File: src/core/mid_defs.vh
// Constants for the instruction decoder: widths, field positions, opcodes.
// Assumes inclusion by the decoder and by its bench, by bare name.
`ifndef MID_DEFS_VH
`define MID_DEFS_VH
`define MID_IW            14
`define MID_CAT_HI        13
`define MID_CAT_LO        12
`define MID_CAT_BYTE      2'h0
`define MID_CAT_BIT       2'h1
`define MID_CAT_JUMP      2'h2
`define MID_CAT_LIT       2'h3
`define MID_FADDR_HI      6
`define MID_DEST_POS      7
`define MID_BIT_HI        9
`define MID_BIT_LO        7
`define MID_OP4_HI        11
`define MID_OP4_LO        8
`define MID_K11_HI        10
`define MID_CALL_POS      11
`define MID_Q_PER_CYCLE   2'h3
// Byte-oriented opcodes, bits 11..8
`define MID_OP_MISC       4'h0
`define MID_OP_CLR        4'h1
`define MID_OP_SUB        4'h2
`define MID_OP_DEC        4'h3
`define MID_OP_IOR        4'h4
`define MID_OP_AND        4'h5
`define MID_OP_XOR        4'h6
`define MID_OP_ADD        4'h7
`define MID_OP_MOV        4'h8
`define MID_OP_COM        4'h9
`define MID_OP_INC        4'hA
`define MID_OP_DECSZ      4'hB
`define MID_OP_RRF        4'hC
`define MID_OP_RLF        4'hD
`define MID_OP_SWAP       4'hE
`define MID_OP_INCSZ      4'hF
// Misc low bytes
`define MID_LO_RETURN     8'h08
`define MID_LO_RETFIE     8'h09
`define MID_LO_SLEEP      8'h63
`define MID_LO_CLRWDT     8'h64
`define MID_LO_OPTION     8'h62
`define MID_LO_LEGACY_TRISTATE_LOAD_HI    5'h0C
// Literal group opcodes, bits 11..8
`define MID_LIT_IOR       4'h8
`define MID_LIT_AND       4'h9
`define MID_LIT_XOR       4'hA
`define MID_ALU_W         4'h0
`define MID_ALU_BCF       4'h1
`define MID_ALU_BSF       4'h2
`define MID_ALU_BTFSC     4'h3
`define MID_ALU_BTFSS     4'h4
`define MID_ALU_MOVLW     4'h5
`define MID_ALU_RETLW     4'h6
`define MID_ALU_IORLW     4'h7
`define MID_ALU_ANDLW     4'h8
`define MID_ALU_XORLW     4'h9
`define MID_ALU_SUBLW     4'hA
`define MID_ALU_ADDLW     4'hB
`define MID_ALU_NONE      4'hF
`endif

File: src/core/mid_decoder.v
// Instruction decoder: splits 14-bit words into fields and classes and
// paces execution in four-period instruction cycles with a flush cycle.
// Assumes program memory presents the next word, sampled at the Q4 edge,
// and that the datapath reports skip tests through skip_true_in.
// Reset leaves a NOP in the instruction register, so no flag is raised.
//
// Operation
// RL1 - Every instruction is taken as one 14-bit word of opcode plus operand fields in three groups.
// RL2 - Byte operations write the accumulator when the destination bit is 0, else the file register.
// RL3 - The file address field is seven bits wide and selects registers 0x00 to 0x7F.
// RL4 - Bit operations take a three-bit number selecting one bit of the addressed 8-bit register.
// RL5 - Literal and control operations yield an 8-bit or an 11-bit constant as the instruction needs.
// RL6 - Don't-care opcode bits never change how an instruction decodes.
// RL7 - One cycle per instruction, two when a test is true or the PC changes, the second a no-op.
// RL8 - Each instruction cycle is four consecutive oscillator periods.
// RL9 - Software should avoid the legacy option-load and tristate-load instructions.
// RL10 - The two top opcode bits pick the category before the rest is interpreted.
`timescale 1ns/1ps
`include "mid_defs.vh"
module mid_decoder #(
   parameter IW = `MID_IW
) (
   input  wire          mclk_in,
   input  wire          arst_n_in,
   input  wire [IW-1:0] instr_in,
   input  wire          skip_true_in,
   output wire          q_end_out,
   output reg  [1:0]    q_phase_out,
   output reg  [1:0]    category_out,
   output reg  [3:0]    byte_op_out,
   output reg  [3:0]    alu_op_out,
   output reg  [6:0]    file_addr_out,
   output reg  [2:0]    bit_num_out,
   output reg  [7:0]    bit_mask_out,
   output reg  [7:0]    lit8_out,
   output reg  [10:0]   lit11_out,
   output reg           dest_file_out,
   output reg           write_w_out,
   output reg           write_f_out,
   output reg           is_call_out,
   output reg           is_goto_out,
   output reg           is_return_out,
   output reg           is_retfie_out,
   output reg           is_sleep_out,
   output reg           is_clrwdt_out,
   output reg           legacy_tristate_load_out,
   output reg           legacy_option_load_out,
   output reg           is_skip_test_out,
   output reg           flush_out
);
   reg  [1:0]  q_reg;
   reg  [IW-1:0] ir_reg;
   reg         flush_reg;
   reg         flush_next;
   wire [1:0]  cat;
   wire [3:0]  op4;
   wire [7:0]  lo8;
   reg         pc_change;
   reg         skip_type;

   assign cat = ir_reg[`MID_CAT_HI:`MID_CAT_LO];
   assign op4 = ir_reg[`MID_OP4_HI:`MID_OP4_LO];
   assign lo8 = ir_reg[7:0];
   // Combinational so memory sees the fetch slot in the same period
   assign q_end_out = (q_reg == `MID_Q_PER_CYCLE);

   function [7:0] onehot8;
      input [2:0] n;
      begin
         onehot8 = 8'h01 << n;
      end
   endfunction

   // Instruction cycle = four oscillator periods
   always @(posedge mclk_in or negedge arst_n_in) begin
      if (!arst_n_in) begin
         q_reg     <= 2'h0;
         ir_reg    <= {IW{1'b0}};
         flush_reg <= 1'b0;
      end else begin
         q_reg <= q_reg + 2'h1; // RL8
         // Word taken in the last period; memory has three periods to settle
         if (q_end_out) begin
            ir_reg    <= instr_in; // RL1
            flush_reg <= flush_next; // RL7
         end
      end
   end

   // Taken skip or PC change flushes the prefetched word
   always @* begin
      // A flushed word never flushes the next, so flushes cannot chain
      flush_next = !flush_reg && (pc_change || (skip_type && skip_true_in)); // RL7
   end

   always @* begin
      q_phase_out   = q_reg;
      flush_out     = flush_reg;
      category_out  = cat; // RL10
      byte_op_out   = op4;
      file_addr_out = ir_reg[`MID_FADDR_HI:0]; // RL3
      bit_num_out   = ir_reg[`MID_BIT_HI:`MID_BIT_LO]; // RL4
      bit_mask_out  = onehot8(ir_reg[`MID_BIT_HI:`MID_BIT_LO]); // RL4
      lit8_out      = lo8; // RL5
      lit11_out     = ir_reg[`MID_K11_HI:0]; // RL5
      dest_file_out = ir_reg[`MID_DEST_POS]; // RL2
      alu_op_out    = `MID_ALU_NONE;
      write_w_out   = 1'b0;
      write_f_out   = 1'b0;
      is_call_out   = 1'b0;
      is_goto_out   = 1'b0;
      is_return_out = 1'b0;
      is_retfie_out = 1'b0;
      is_sleep_out  = 1'b0;
      is_clrwdt_out = 1'b0;
      legacy_tristate_load_out = 1'b0;
      legacy_option_load_out   = 1'b0;
      pc_change     = 1'b0;
      skip_type     = 1'b0;
      case (cat) // RL10
         `MID_CAT_BYTE: begin
            alu_op_out = `MID_ALU_W;
            if (op4 == `MID_OP_MISC) begin
               if (ir_reg[`MID_DEST_POS]) begin
                  write_f_out = 1'b1; // Store accumulator to file
               end else if (lo8 == `MID_LO_RETURN) begin
                  is_return_out = 1'b1;
                  pc_change     = 1'b1; // RL7
               end else if (lo8 == `MID_LO_RETFIE) begin
                  is_retfie_out = 1'b1;
                  pc_change     = 1'b1; // RL7
               end else if (lo8 == `MID_LO_SLEEP) begin
                  is_sleep_out = 1'b1;
               end else if (lo8 == `MID_LO_CLRWDT) begin
                  is_clrwdt_out = 1'b1;
               end else if (lo8 == `MID_LO_OPTION) begin
                  legacy_option_load_out = 1'b1; // RL9
               end else if ((lo8[7:3] == `MID_LO_LEGACY_TRISTATE_LOAD_HI) && (lo8[2:0] != 3'h0)) begin // RL6
                  // Register 0 form is also a NOP pattern; the NOP wins
                  legacy_tristate_load_out = 1'b1; // RL9
               end
               // Remaining forms, including all no-op variants, do nothing
            end else if (op4 == `MID_OP_CLR) begin
               // Clear of W ignores its seven don't-care bits
               write_f_out = ir_reg[`MID_DEST_POS]; // RL6
               write_w_out = !ir_reg[`MID_DEST_POS]; // RL6
            end else begin
               write_f_out = ir_reg[`MID_DEST_POS]; // RL2
               write_w_out = !ir_reg[`MID_DEST_POS]; // RL2
               // Zero test is the datapath's; only the skip class is flagged here
               skip_type   = (op4 == `MID_OP_DECSZ) || (op4 == `MID_OP_INCSZ); // RL7
            end
         end
         `MID_CAT_BIT: begin
            case (ir_reg[`MID_OP4_HI:`MID_OP4_HI-1])
               2'h0: begin
                  alu_op_out  = `MID_ALU_BCF;
                  write_f_out = 1'b1; // RL4
               end
               2'h1: begin
                  alu_op_out  = `MID_ALU_BSF;
                  write_f_out = 1'b1; // RL4
               end
               2'h2: begin
                  alu_op_out = `MID_ALU_BTFSC;
                  skip_type  = 1'b1; // RL7
               end
               default: begin
                  alu_op_out = `MID_ALU_BTFSS;
                  skip_type  = 1'b1; // RL7
               end
            endcase
         end
         `MID_CAT_JUMP: begin
            is_call_out = !ir_reg[`MID_CALL_POS];
            is_goto_out = ir_reg[`MID_CALL_POS];
            pc_change   = 1'b1; // RL7
         end
         default: begin
            write_w_out = 1'b1;
            // Only decisive bits are compared; x positions masked
            if (op4[3:2] == 2'h0) begin
               alu_op_out = `MID_ALU_MOVLW; // RL6
            end else if (op4[3:2] == 2'h1) begin
               alu_op_out = `MID_ALU_RETLW; // RL6
               pc_change  = 1'b1; // RL7
            end else if (op4 == `MID_LIT_IOR) begin
               alu_op_out = `MID_ALU_IORLW;
            end else if (op4 == `MID_LIT_AND) begin
               alu_op_out = `MID_ALU_ANDLW;
            end else if (op4 == `MID_LIT_XOR) begin
               alu_op_out = `MID_ALU_XORLW;
            end else if (op4[3:1] == 3'h6) begin
               alu_op_out = `MID_ALU_SUBLW; // RL6
            end else if (op4[3:1] == 3'h7) begin
               alu_op_out = `MID_ALU_ADDLW; // RL6
            end else begin
               // Pattern 1011 is unassigned and acts as a no-op
               alu_op_out  = `MID_ALU_NONE;
               write_w_out = 1'b0;
            end
         end
      endcase
      // Flush cycle executes as a no-op
      if (flush_reg) begin // RL7
         alu_op_out    = `MID_ALU_NONE;
         write_w_out   = 1'b0;
         write_f_out   = 1'b0;
         is_call_out   = 1'b0;
         is_goto_out   = 1'b0;
         is_return_out = 1'b0;
         is_retfie_out = 1'b0;
         is_sleep_out  = 1'b0;
         is_clrwdt_out = 1'b0;
         legacy_tristate_load_out = 1'b0;
         legacy_option_load_out   = 1'b0;
         pc_change     = 1'b0;
         skip_type     = 1'b0;
      end
      is_skip_test_out = skip_type;
   end
endmodule // mid_decoder

File: config.mk
export PLATFORM = sky130hd
export DESIGN_NAME = mid_decoder
export DESIGN_NICKNAME = d
export VERILOG_FILES = /design/src/core/mid_decoder.v
export VERILOG_INCLUDE_DIRS = /design/src /design/src/core
export SDC_FILE = /design/constraint.sdc
export NUM_CORES = 1
export LEC_CHECK = 0
export BUFFER_PORTS_ARGS = -buffer_cell sky130_fd_sc_hd__buf_2
export CAP_MARGIN = 20
export CORE_MARGIN = 3
export CORE_UTILIZATION = 31
export CTS_CLUSTER_SIZE = 40
export DETAILED_ROUTE_END_ITERATION = 8
export GPL_TIMING_DRIVEN = 0
export HOLD_SLACK_MARGIN = 0.03
export PLACE_DENSITY_LB_ADDON = 0.1
export SETUP_SLACK_MARGIN = 0.15
export SKIP_LAST_GASP = 1
export SYNTH_ARGS = -nofsm -noshare
export SYNTH_HDL_FRONTEND = slang
export SYNTH_SLANG_ARGS = --single-unit
File: constraint.sdc
create_clock -name mclk_in -period 5.3 [get_ports mclk_in]
set_clock_uncertainty 0.15 [all_clocks]
set_input_delay 1.06 -clock mclk_in [delete_from_list [all_inputs] [get_ports mclk_in]]
set_output_delay 1.06 -clock mclk_in [all_outputs]
set_load 0.01 [all_outputs]
==> results of run 1 <==
[stage by stage]
stage | instance area (sq um) | hold slack, ns
2_1_floorplan | 1326 | 0.3322
3_3_place_gp | 1784 | 0.2949
3_5_place_dp | 1784 | 0.3142
4_1_cts | 1829 | 0.3257
5_1_grt | 1829 | 0.3463
6_report | 1829 | 0.3114
[synth_stat cells, drive strengths merged]
| library cell | instances |
|---|---|
| a2111oi | 2 |
| a211o | 2 |
| a21boi | 1 |
| a21o | 1 |
| a21oi | 4 |
| a221oi | 1 |
| a31oi | 2 |
| and2 | 1 |
| and3 | 3 |
| and3b | 2 |
| buf | 23 |
| clkbuf | 7 |
| dfrtp | 17 |
| ha | 7 |
| inv | 7 |
| mux2 | 9 |
| nand2 | 13 |
| nand2b | 2 |
| nand3b | 1 |
| nor2 | 11 |
| nor2b | 1 |
| nor3 | 4 |
| nor3b | 3 |
| nor4 | 3 |
| nor4b | 2 |
| nor4bb | 1 |
| o211ai | 1 |
| o21a | 1 |
| o21ai | 8 |
| o21bai | 2 |
| o31ai | 1 |
| or2 | 1 |
| or4 | 1 |
| or4b | 1 |
| xnor2 | 1 |
| xor2 | 1 |
[metal layers]
| metal | vias up | share of wire [%] | GRT usage, % |
|---|---|---|---|
| li1 | 661 | - | - |
| met5 | - | 0 | 0 |
| met4 | 0 | 0.32 | 1.253 |
| met1 | 567 | 47 | 19.18 |
| met2 | 52 | 43 | 20.20 |
| met3 | 2 | 9.7 | 5.049 |
[layout make-up]
cell class / instances / area, sq um / share of cell area (%)
multi-input combinational: 94 / 678.2 / 37.07
tap: 50 / 62.56 / 3.420
sequential: 17 / 425.4 / 23.26
buffer: 30 / 196.4 / 10.74
timing repair buffer: 79 / 395.4 / 21.61
inverter: 7 / 26.28 / 1.436
clock buffer: 4 / 45.04 / 2.462
[power breakdown]
| group | switching (mW) | internal (mW) |
|---|---|---|
| registers | 0.0118 | 0.136 |
| logic | 0.0494 | 0.0483 |
| clock network | 0.0392 | 0.0531 |
[how the worst max path moves through the flow]
stage / start / end / slack, ns
2_1_floorplan: ir_reg[11] / is_sleep_out / 2.12
3_3_place_gp: ir_reg[11] / is_clrwdt_out / 1.86
3_5_place_dp: ir_reg[11] / is_clrwdt_out / 1.87
4_1_cts: ir_reg[11] / is_clrwdt_out / 1.58
5_1_grt: ir_reg[11] / is_clrwdt_out / 1.41
6_report: ir_reg[11] / is_clrwdt_out / 1.62
[kinds of logic (layout without fill, tap and decap cells)]
group           Yosys count  after routing  synth area share (%)
mux                       9              9                 7.642
buf+inv                  37            120                 16.79
compound gates           26             26                 12.74
xor+xnor                  2              2                 1.321
flops                    17             17                 32.08
simple gates             50             50                 22.83
fa+ha+maj                 7              7                 6.603
==> impl_metrics.ini, run 1 <==
[yosys]
post_synth_num_cell_types = 38
yosysWarnings = 0
synth-seq-cells = 17
syn_inst = 148
synth.cell_area_sq_um = 1326
synth_largest_area_cell = dfrtp_1
syn_nets = 172
ys_seq_area_share_pct = 32.08
synth_top_area_share_pct = 32.08
synth.area.top_cells = dfrtp_1 (32%), buf_4 (12%), mux2_2 (7.6%), ha_1 (6.6%), nand2_1 (3.7%)
synth_area_per_cell_sq_um = 8.961

[cells_and_area]
n_fill_cell = 423
final_cell_mix = buf_2 (80), buf_4 (22), dfrtp_1 (17)
finalNetCount = 256
antenna_cells = 0
layout.cells.non_filler = 281
mostFrequentLayoutCell = buf_2
drive_above_1_share_pct = 51.95
area_growth_pct = 37.92
fin_util_pct = 45.08
largest_reg_flops = 14

[setup_path]
arrival_ns = 2.47
r2r-start = ir_reg[11]
worst-path-buf-inv = 2
reg2reg_depth = 6
path_max_fanout = 9
worst_path_max_delay_cell = or4b_4
endpoint_kind = output pin
timing.rr.end = flush_out
cpLargestDelayFamily = simple AND/OR/NAND/NOR gates
path_cells = inv_1 -> ha_1 -> or4b_4 -> nor3_4 -> nand3b_2 -> nor4b_2 -> buf_2
cp_slowest_stage_delay_ns = 0.51
critical_path_class = reg2out
cp.depth = 7
cp.required_ns = 4.09
crit_path_start_kind = flop
r2r_slack_ns = 3.13

[floorplanning]
io_pins = 80
die-area_sq_um = 5099
die_h_microns = 71.41
initial_core_util_pct = 32.69
rows = 23
core_area_sq_um = 4058
die_w_microns = 71.41

[cts]
clockBufferDepth = 2
cts-root-buf = clkbuf_8
cts_hold_buf = 0
cts_tree = built
post_cts_buffers = 0
clock_sink_count = 17
worstSkewPairLatency_ns = 0.24
cts_resized = 0
clkTransAtPathRegs_ns = 0.06
ctsHtreeMaxLevel = 1
cts_buffers = 3

[grt]
grt_antenna_before_repair = 0
grt_pass1_vias = 1146
grt_max_degree = 18
grt_overflow = 0
grt_pass1_wl_mm = 5.526
grt_usage_pct = 13.46

[placed_design]
pre_cts_slack_ns = 1.866
placement.io_buffers = 79
gp_congestion = 0.8011
dp_hpwl_mm = 2.684
placed_cells = 277

[run_status]
status = completed

[sta]
tns_ns = 0
tightestPinTransition_ns = 0.5474
hold_viol = 0
finalCriticalPeriod_ns = 3.680
finalSetupViolCount = 0
relSlewSlack_pct = 63.51
finalCritPeriodShare_pct = 69.42
fmax_ghz = 0.2718
post-route-worst-setup-slack_ns = 1.620
slew_viol_final = 0
rsz0062_at_grt = false

[worst_hold_path]
min_to = q_phase_out[0]
hp-class = reg2reg
whs_path_depth = 1
hp-start = q_phase_out[0]

[route]
viasPerCell = 4.562
routed_wl_mm = 3.438
first_pass_iters = 4
drc = 0
ant_nets = 0
wl_per_cell_microns = 12.23
drt_iter0_markers = 75
vias = 1282

[pwr]
p_leak_nw = 0.9800
power_density_nw_per_um2 = 184.8
vdd_drop_max_mv = 0.1280
power_uw = 338.0

[flow_run]
max-cap-violations = 0
(Power assumes the default switching activity.)
==> run 2, diff against run 1 <==
==> constraint.sdc (replaced) <==
create_clock -name mclk_in -period 3.7 [get_ports mclk_in]
set_clock_uncertainty 0.15 [all_clocks]
set_input_delay 0.74 -clock mclk_in [delete_from_list [all_inputs] [get_ports mclk_in]]
set_output_delay 0.74 -clock mclk_in [all_outputs]
set_load 0.01 [all_outputs]
==> run 2 against run 1 <==
Effect of this change:
- die area did not move
- sequential cell count did not move
- first-iteration DRC count unchanged
- core utilization did not move
- clock power rose by 43%
- count of clock-buffer cells in the layout is the same
- power rose by 43%
- critical path depth is the same
- combinational power rose by 43%
- routed wire length did not move
- critical path type unchanged
- worst hold slack got worse by 0.056 ns
==> impl_metrics.ini, run 2 (same netlist as run 1, synthesis figures left out) <==
[route]
viasPerCell = 4.562
ant_nets = 0
drc = 0
wl_per_cell_microns = 12.23
vias = 1282
routed_wl_mm = 3.438
drt_iter0_markers = 75
first_pass_iters = 4

[floorplanning]
die-area_sq_um = 5099
rows = 23
initial_core_util_pct = 32.69
io_pins = 80
core_area_sq_um = 4058
die_w_microns = 71.41
die_h_microns = 71.41

[cts]
cts-root-buf = clkbuf_8
clockBufferDepth = 2
cts_hold_buf = 0
worstSkewPairLatency_ns = 0.24
clock_sink_count = 17
clkTransAtPathRegs_ns = 0.06
ctsHtreeMaxLevel = 1
cts_tree = built
cts_buffers = 3

[cells_and_area]
fin_area_sq_um = 1829
mostFrequentLayoutCell = buf_2
antenna_cells = 0
layout.cells.non_filler = 281
area_growth_pct = 37.92
final_cell_mix = buf_2 (80), buf_4 (22), dfrtp_1 (17)
finalNetCount = 256
fin_util_pct = 45.08
drive_above_1_share_pct = 52.38
largest_reg_flops = 14

[placed_design]
placement.io_buffers = 79
dpl_cell_area_sq_um = 1784
gp_congestion = 0.8011
pre_cts_slack_ns = 0.5859
placed_cells = 277
dp_hpwl_mm = 2.684

[flow_run]
max-cap-violations = 0

[sta]
post-route-worst-setup-slack_ns = 0.4278
whs_ns = 0.2554
finalSetupViolCount = 0
fmax_ghz = 0.3056
tns_ns = 0
rsz0062_at_grt = false
slew_viol_final = 0
finalCritPeriodShare_pct = 88.44
tightestPinTransition_ns = 0.5474
finalCriticalPeriod_ns = 3.272
hold_viol = 0
relSlewSlack_pct = 63.51

[grt]
grt_antenna_before_repair = 0
grt_pass1_vias = 1146
grt_max_degree = 18
grt_usage_pct = 13.46
grt_overflow = 0
grt_pass1_wl_mm = 5.526

[setup_path]
path_max_fanout = 9
reg2reg_depth = 6
crit_path_start_kind = flop
timing.rr.end = flush_out
endpoint_kind = output pin
arrival_ns = 2.38
r2r_slack_ns = 1.62
critical_path_class = reg2out
r2r-start = ir_reg[11]
cp.required_ns = 2.81

[pwr]
vdd_drop_max_mv = 0.1834
power_density_nw_per_um2 = 264.8
power_uw = 484.3
p_leak_nw = 0.9790

[run_status]
status = completed

[worst_hold_path]
hp-class = in2async
==> run 2: cell count changes in the layout (fill, tap and decap cells not counted) <==
cell	change
inv_2	+1
inv_1	-1
==> run 2: timing repair <==
action	CTS	global route
setup buffers	0	0
setup endpoints to repair	0	2
gates resized for setup	0	1
==> run 2: worst max-delay path by stage <==
| stage | from | slack (ns) | endpoint | cells after the start |
|---|---|---|---|---|
| after floorplan | ir_reg[11] | 0.84 | is_sleep_out | 6 |
| after global placement | ir_reg[11] | 0.58 | is_clrwdt_out | 7 |
| after detailed placement | ir_reg[11] | 0.59 | is_clrwdt_out | 7 |
| after CTS | ir_reg[11] | 0.30 | is_clrwdt_out | 7 |
| after global routing | ir_reg[10] | 0.22 | is_clrwdt_out | 7 |
| final | ir_reg[11] | 0.43 | is_clrwdt_out | 7 |
==> run 2: report_power, final <==
part	switching, mW	internal, mW
logic	0.0707	0.0692
registers	0.0171	0.195
clock network	0.0561	0.0761
==> run 2: worst max-delay path, cell delays in order (launching register included) <==
cell,delay [ns]
dfrtp_1,0.49
inv_2,0.17
ha_1,0.25
or4b_4,0.51
nor3_4,0.15
nand3b_2,0.14
nor4b_2,0.26
buf_2,0.16
==> run 2: routing by layer <==
layer / vias to the layer above / GRT usage [%] / wire length (microns)
li1: 661 / - / -
met2: 52 / 20.20 / 1467
met3: 2 / 5.049 / 333
met4: 0 / 1.253 / 11
met5: - / 0 / 0
met1: 567 / 19.18 / 1625
==> run 2: cell type report <==
type | instances | area [sq um]
buffer | 30 | 196.4
clock buffer | 4 | 45.04
fill | 423 | 2228
inverter | 7 | 26.28
multi-input combinational | 94 | 678.2
sequential | 17 | 425.4
tap | 50 | 62.56
timing repair buffer | 79 | 395.4
==> run 3, diff against run 2 <==
==> constraint.sdc (replaced) <==
create_clock -name mclk_in -period 3.7 [get_ports mclk_in]
set_clock_uncertainty 0.15 [all_clocks]
set_input_delay 0.37 -clock mclk_in [delete_from_list [all_inputs] [get_ports mclk_in]]
set_output_delay 0.37 -clock mclk_in [all_outputs]
set_load 0.01 [all_outputs]
==> run 3 against run 2 <==
Effect of this change:
- sequential cell count unchanged
- core utilization grew 0.25 points
- global-route usage did not move
- count of clock-buffer cells in the layout unchanged
- non-clock buffer count increased by 1
- sequential power about the same
- sequential share of layout area decreased by 0.13 points
- final area is 0.55% higher
- largest power group unchanged
==> impl_metrics.ini, run 3 (same netlist as run 1, synthesis figures left out) <==
[run_status]
status = completed

[setup_path]
cp_slowest_stage_delay_ns = 0.51
worst_path_max_delay_cell = or4b_4
arrival_ns = 2.47
crit_path_start_kind = flop
cp.required_ns = 3.18
timing.rr.end = flush_out
reg2reg_depth = 6
cpLargestDelayFamily = simple AND/OR/NAND/NOR gates
r2r-start = ir_reg[11]
path_cells = inv_1 -> ha_1 -> or4b_4 -> nor3_4 -> nand3b_2 -> nor4b_2 -> buf_2
endpoint_kind = output pin
path_max_fanout = 9
worst-path-buf-inv = 2
r2r_slack_ns = 1.53
critical_path_class = reg2out

[cells_and_area]
final_cell_mix = buf_2 (80), buf_4 (22), dfrtp_1 (17)
largest_reg_flops = 14
drive_above_1_share_pct = 51.72
mostFrequentLayoutCell = buf_2
area_growth_pct = 38.68
layout.cells.non_filler = 282
fin_util_pct = 45.33
antenna_cells = 0
fin_area_sq_um = 1839
finalNetCount = 257

[route]
drc = 0
first_pass_iters = 4
routed_wl_mm = 3.445
viasPerCell = 4.567
drt_iter0_markers = 75
ant_nets = 0
vias = 1288
wl_per_cell_microns = 12.22

[sta]
fmax_ghz = 0.3344
slew_viol_final = 0
finalCritPeriodShare_pct = 80.81
hold_viol = 0
finalSetupViolCount = 0
rsz0062_at_grt = false
finalCriticalPeriod_ns = 2.990
post-route-worst-setup-slack_ns = 0.7099
tightestPinTransition_ns = 0.5474
tns_ns = 0
relSlewSlack_pct = 63.51
whs_ns = 0.1806

[floorplanning]
die-area_sq_um = 5099
io_pins = 80
core_area_sq_um = 4058
die_w_microns = 71.41
die_h_microns = 71.41
initial_core_util_pct = 32.69
rows = 23

[pwr]
power.internal_uw = 341.1
power_density_nw_per_um2 = 263.7
p_clk_share_pct = 27.3
switchingPower_uw = 143.9
power_uw = 485.0
p_leak_nw = 0.9842
p_seq_share_pct = 43.7
p_sw_share_pct = 29.67
vdd_drop_max_mv = 0.1833
p_comb_share_pct = 29.0

[worst_hold_path]
min_to = ir_reg[0]
hp-class = in2reg
whs_path_depth = 3
hp-start = instr_in[0]

[grt]
grt_pass1_vias = 1146
grt_antenna_before_repair = 0
grt_max_degree = 18
grt_pass1_wl_mm = 5.526
grt_usage_pct = 13.46
grt_overflow = 0

[cts]
clockBufferDepth = 2
ctsHtreeMaxLevel = 1
worstSkewPairLatency_ns = 0.24
cts_tree = built
clock_sink_count = 17
cts_resized = 0
cts_hold_buf = 1
cts_buffers = 3
clkTransAtPathRegs_ns = 0.06
post_cts_buffers = 0
cts-root-buf = clkbuf_8

[placed_design]
pre_cts_slack_ns = 0.9559
dp_hpwl_mm = 2.684
gp_congestion = 0.8011
placed_cells = 277
dpl_cell_area_sq_um = 1784
placement.io_buffers = 79

[flow_run]
max-cap-violations = 0
run 3: cell types whose count changed in the layout (fill, tap and decap cells not counted), sizes merged:
cell	delta
dlygate4sd3	+1
run 3: layout make-up:
cell class                      count  area (sq um)
Clock buffer                        4         45.04
Fill cell                         422          2218
Inverter                            7         26.28
Buffer                             30         196.4
Tap cell                           50         62.56
Timing Repair Buffer               80         405.4
Multi-Input combinational cell     94         678.2
Sequential cell                    17         425.4
run 3: worst min-delay path, stage by stage:
cell and delay (ns):
buf_2 0.07, nand2_1 0.04, o21ai_0 0.06
run 3: worst max-delay path by stage:
stage               start       endpoint  slack (ns)  depth (start not counted)
2_1_floorplan  ir_reg[11]   is_sleep_out        1.21                          6
3_3_place_gp   ir_reg[11]  is_clrwdt_out        0.95                          7
3_5_place_dp   ir_reg[11]  is_clrwdt_out        0.96                          7
4_1_cts        ir_reg[11]  is_clrwdt_out        0.67                          7
5_1_grt        ir_reg[11]  is_clrwdt_out        0.50                          7
6_report       ir_reg[11]  is_clrwdt_out        0.71                          7
run 3: layer usage:
layer / share of wire [%] / track usage [%] / wire length, microns / vias to the layer above
met3: 9.2 / 4.909 / 316 / 2
met1: 48 / 19.27 / 1645 / 571
met5: 0 / 0 / 0 / -
li1: - / - / - / 663
met2: 43 / 20.20 / 1471 / 52
met4: 0.32 / 1.253 / 11 / 0
run 3: power groups by stage:
stage / sequential (mW) / clock (mW) / combinational (mW)
final: 0.212 / 0.132 / 0.141
after detailed placement: 0.216 / 0 / 0.142
after CTS: 0.212 / 0.140 / 0.143
after global placement: 0.216 / 0 / 0.142
after floorplan: 0.216 / 0 / 0.0819
after global routing: 0.215 / 0.151 / 0.155
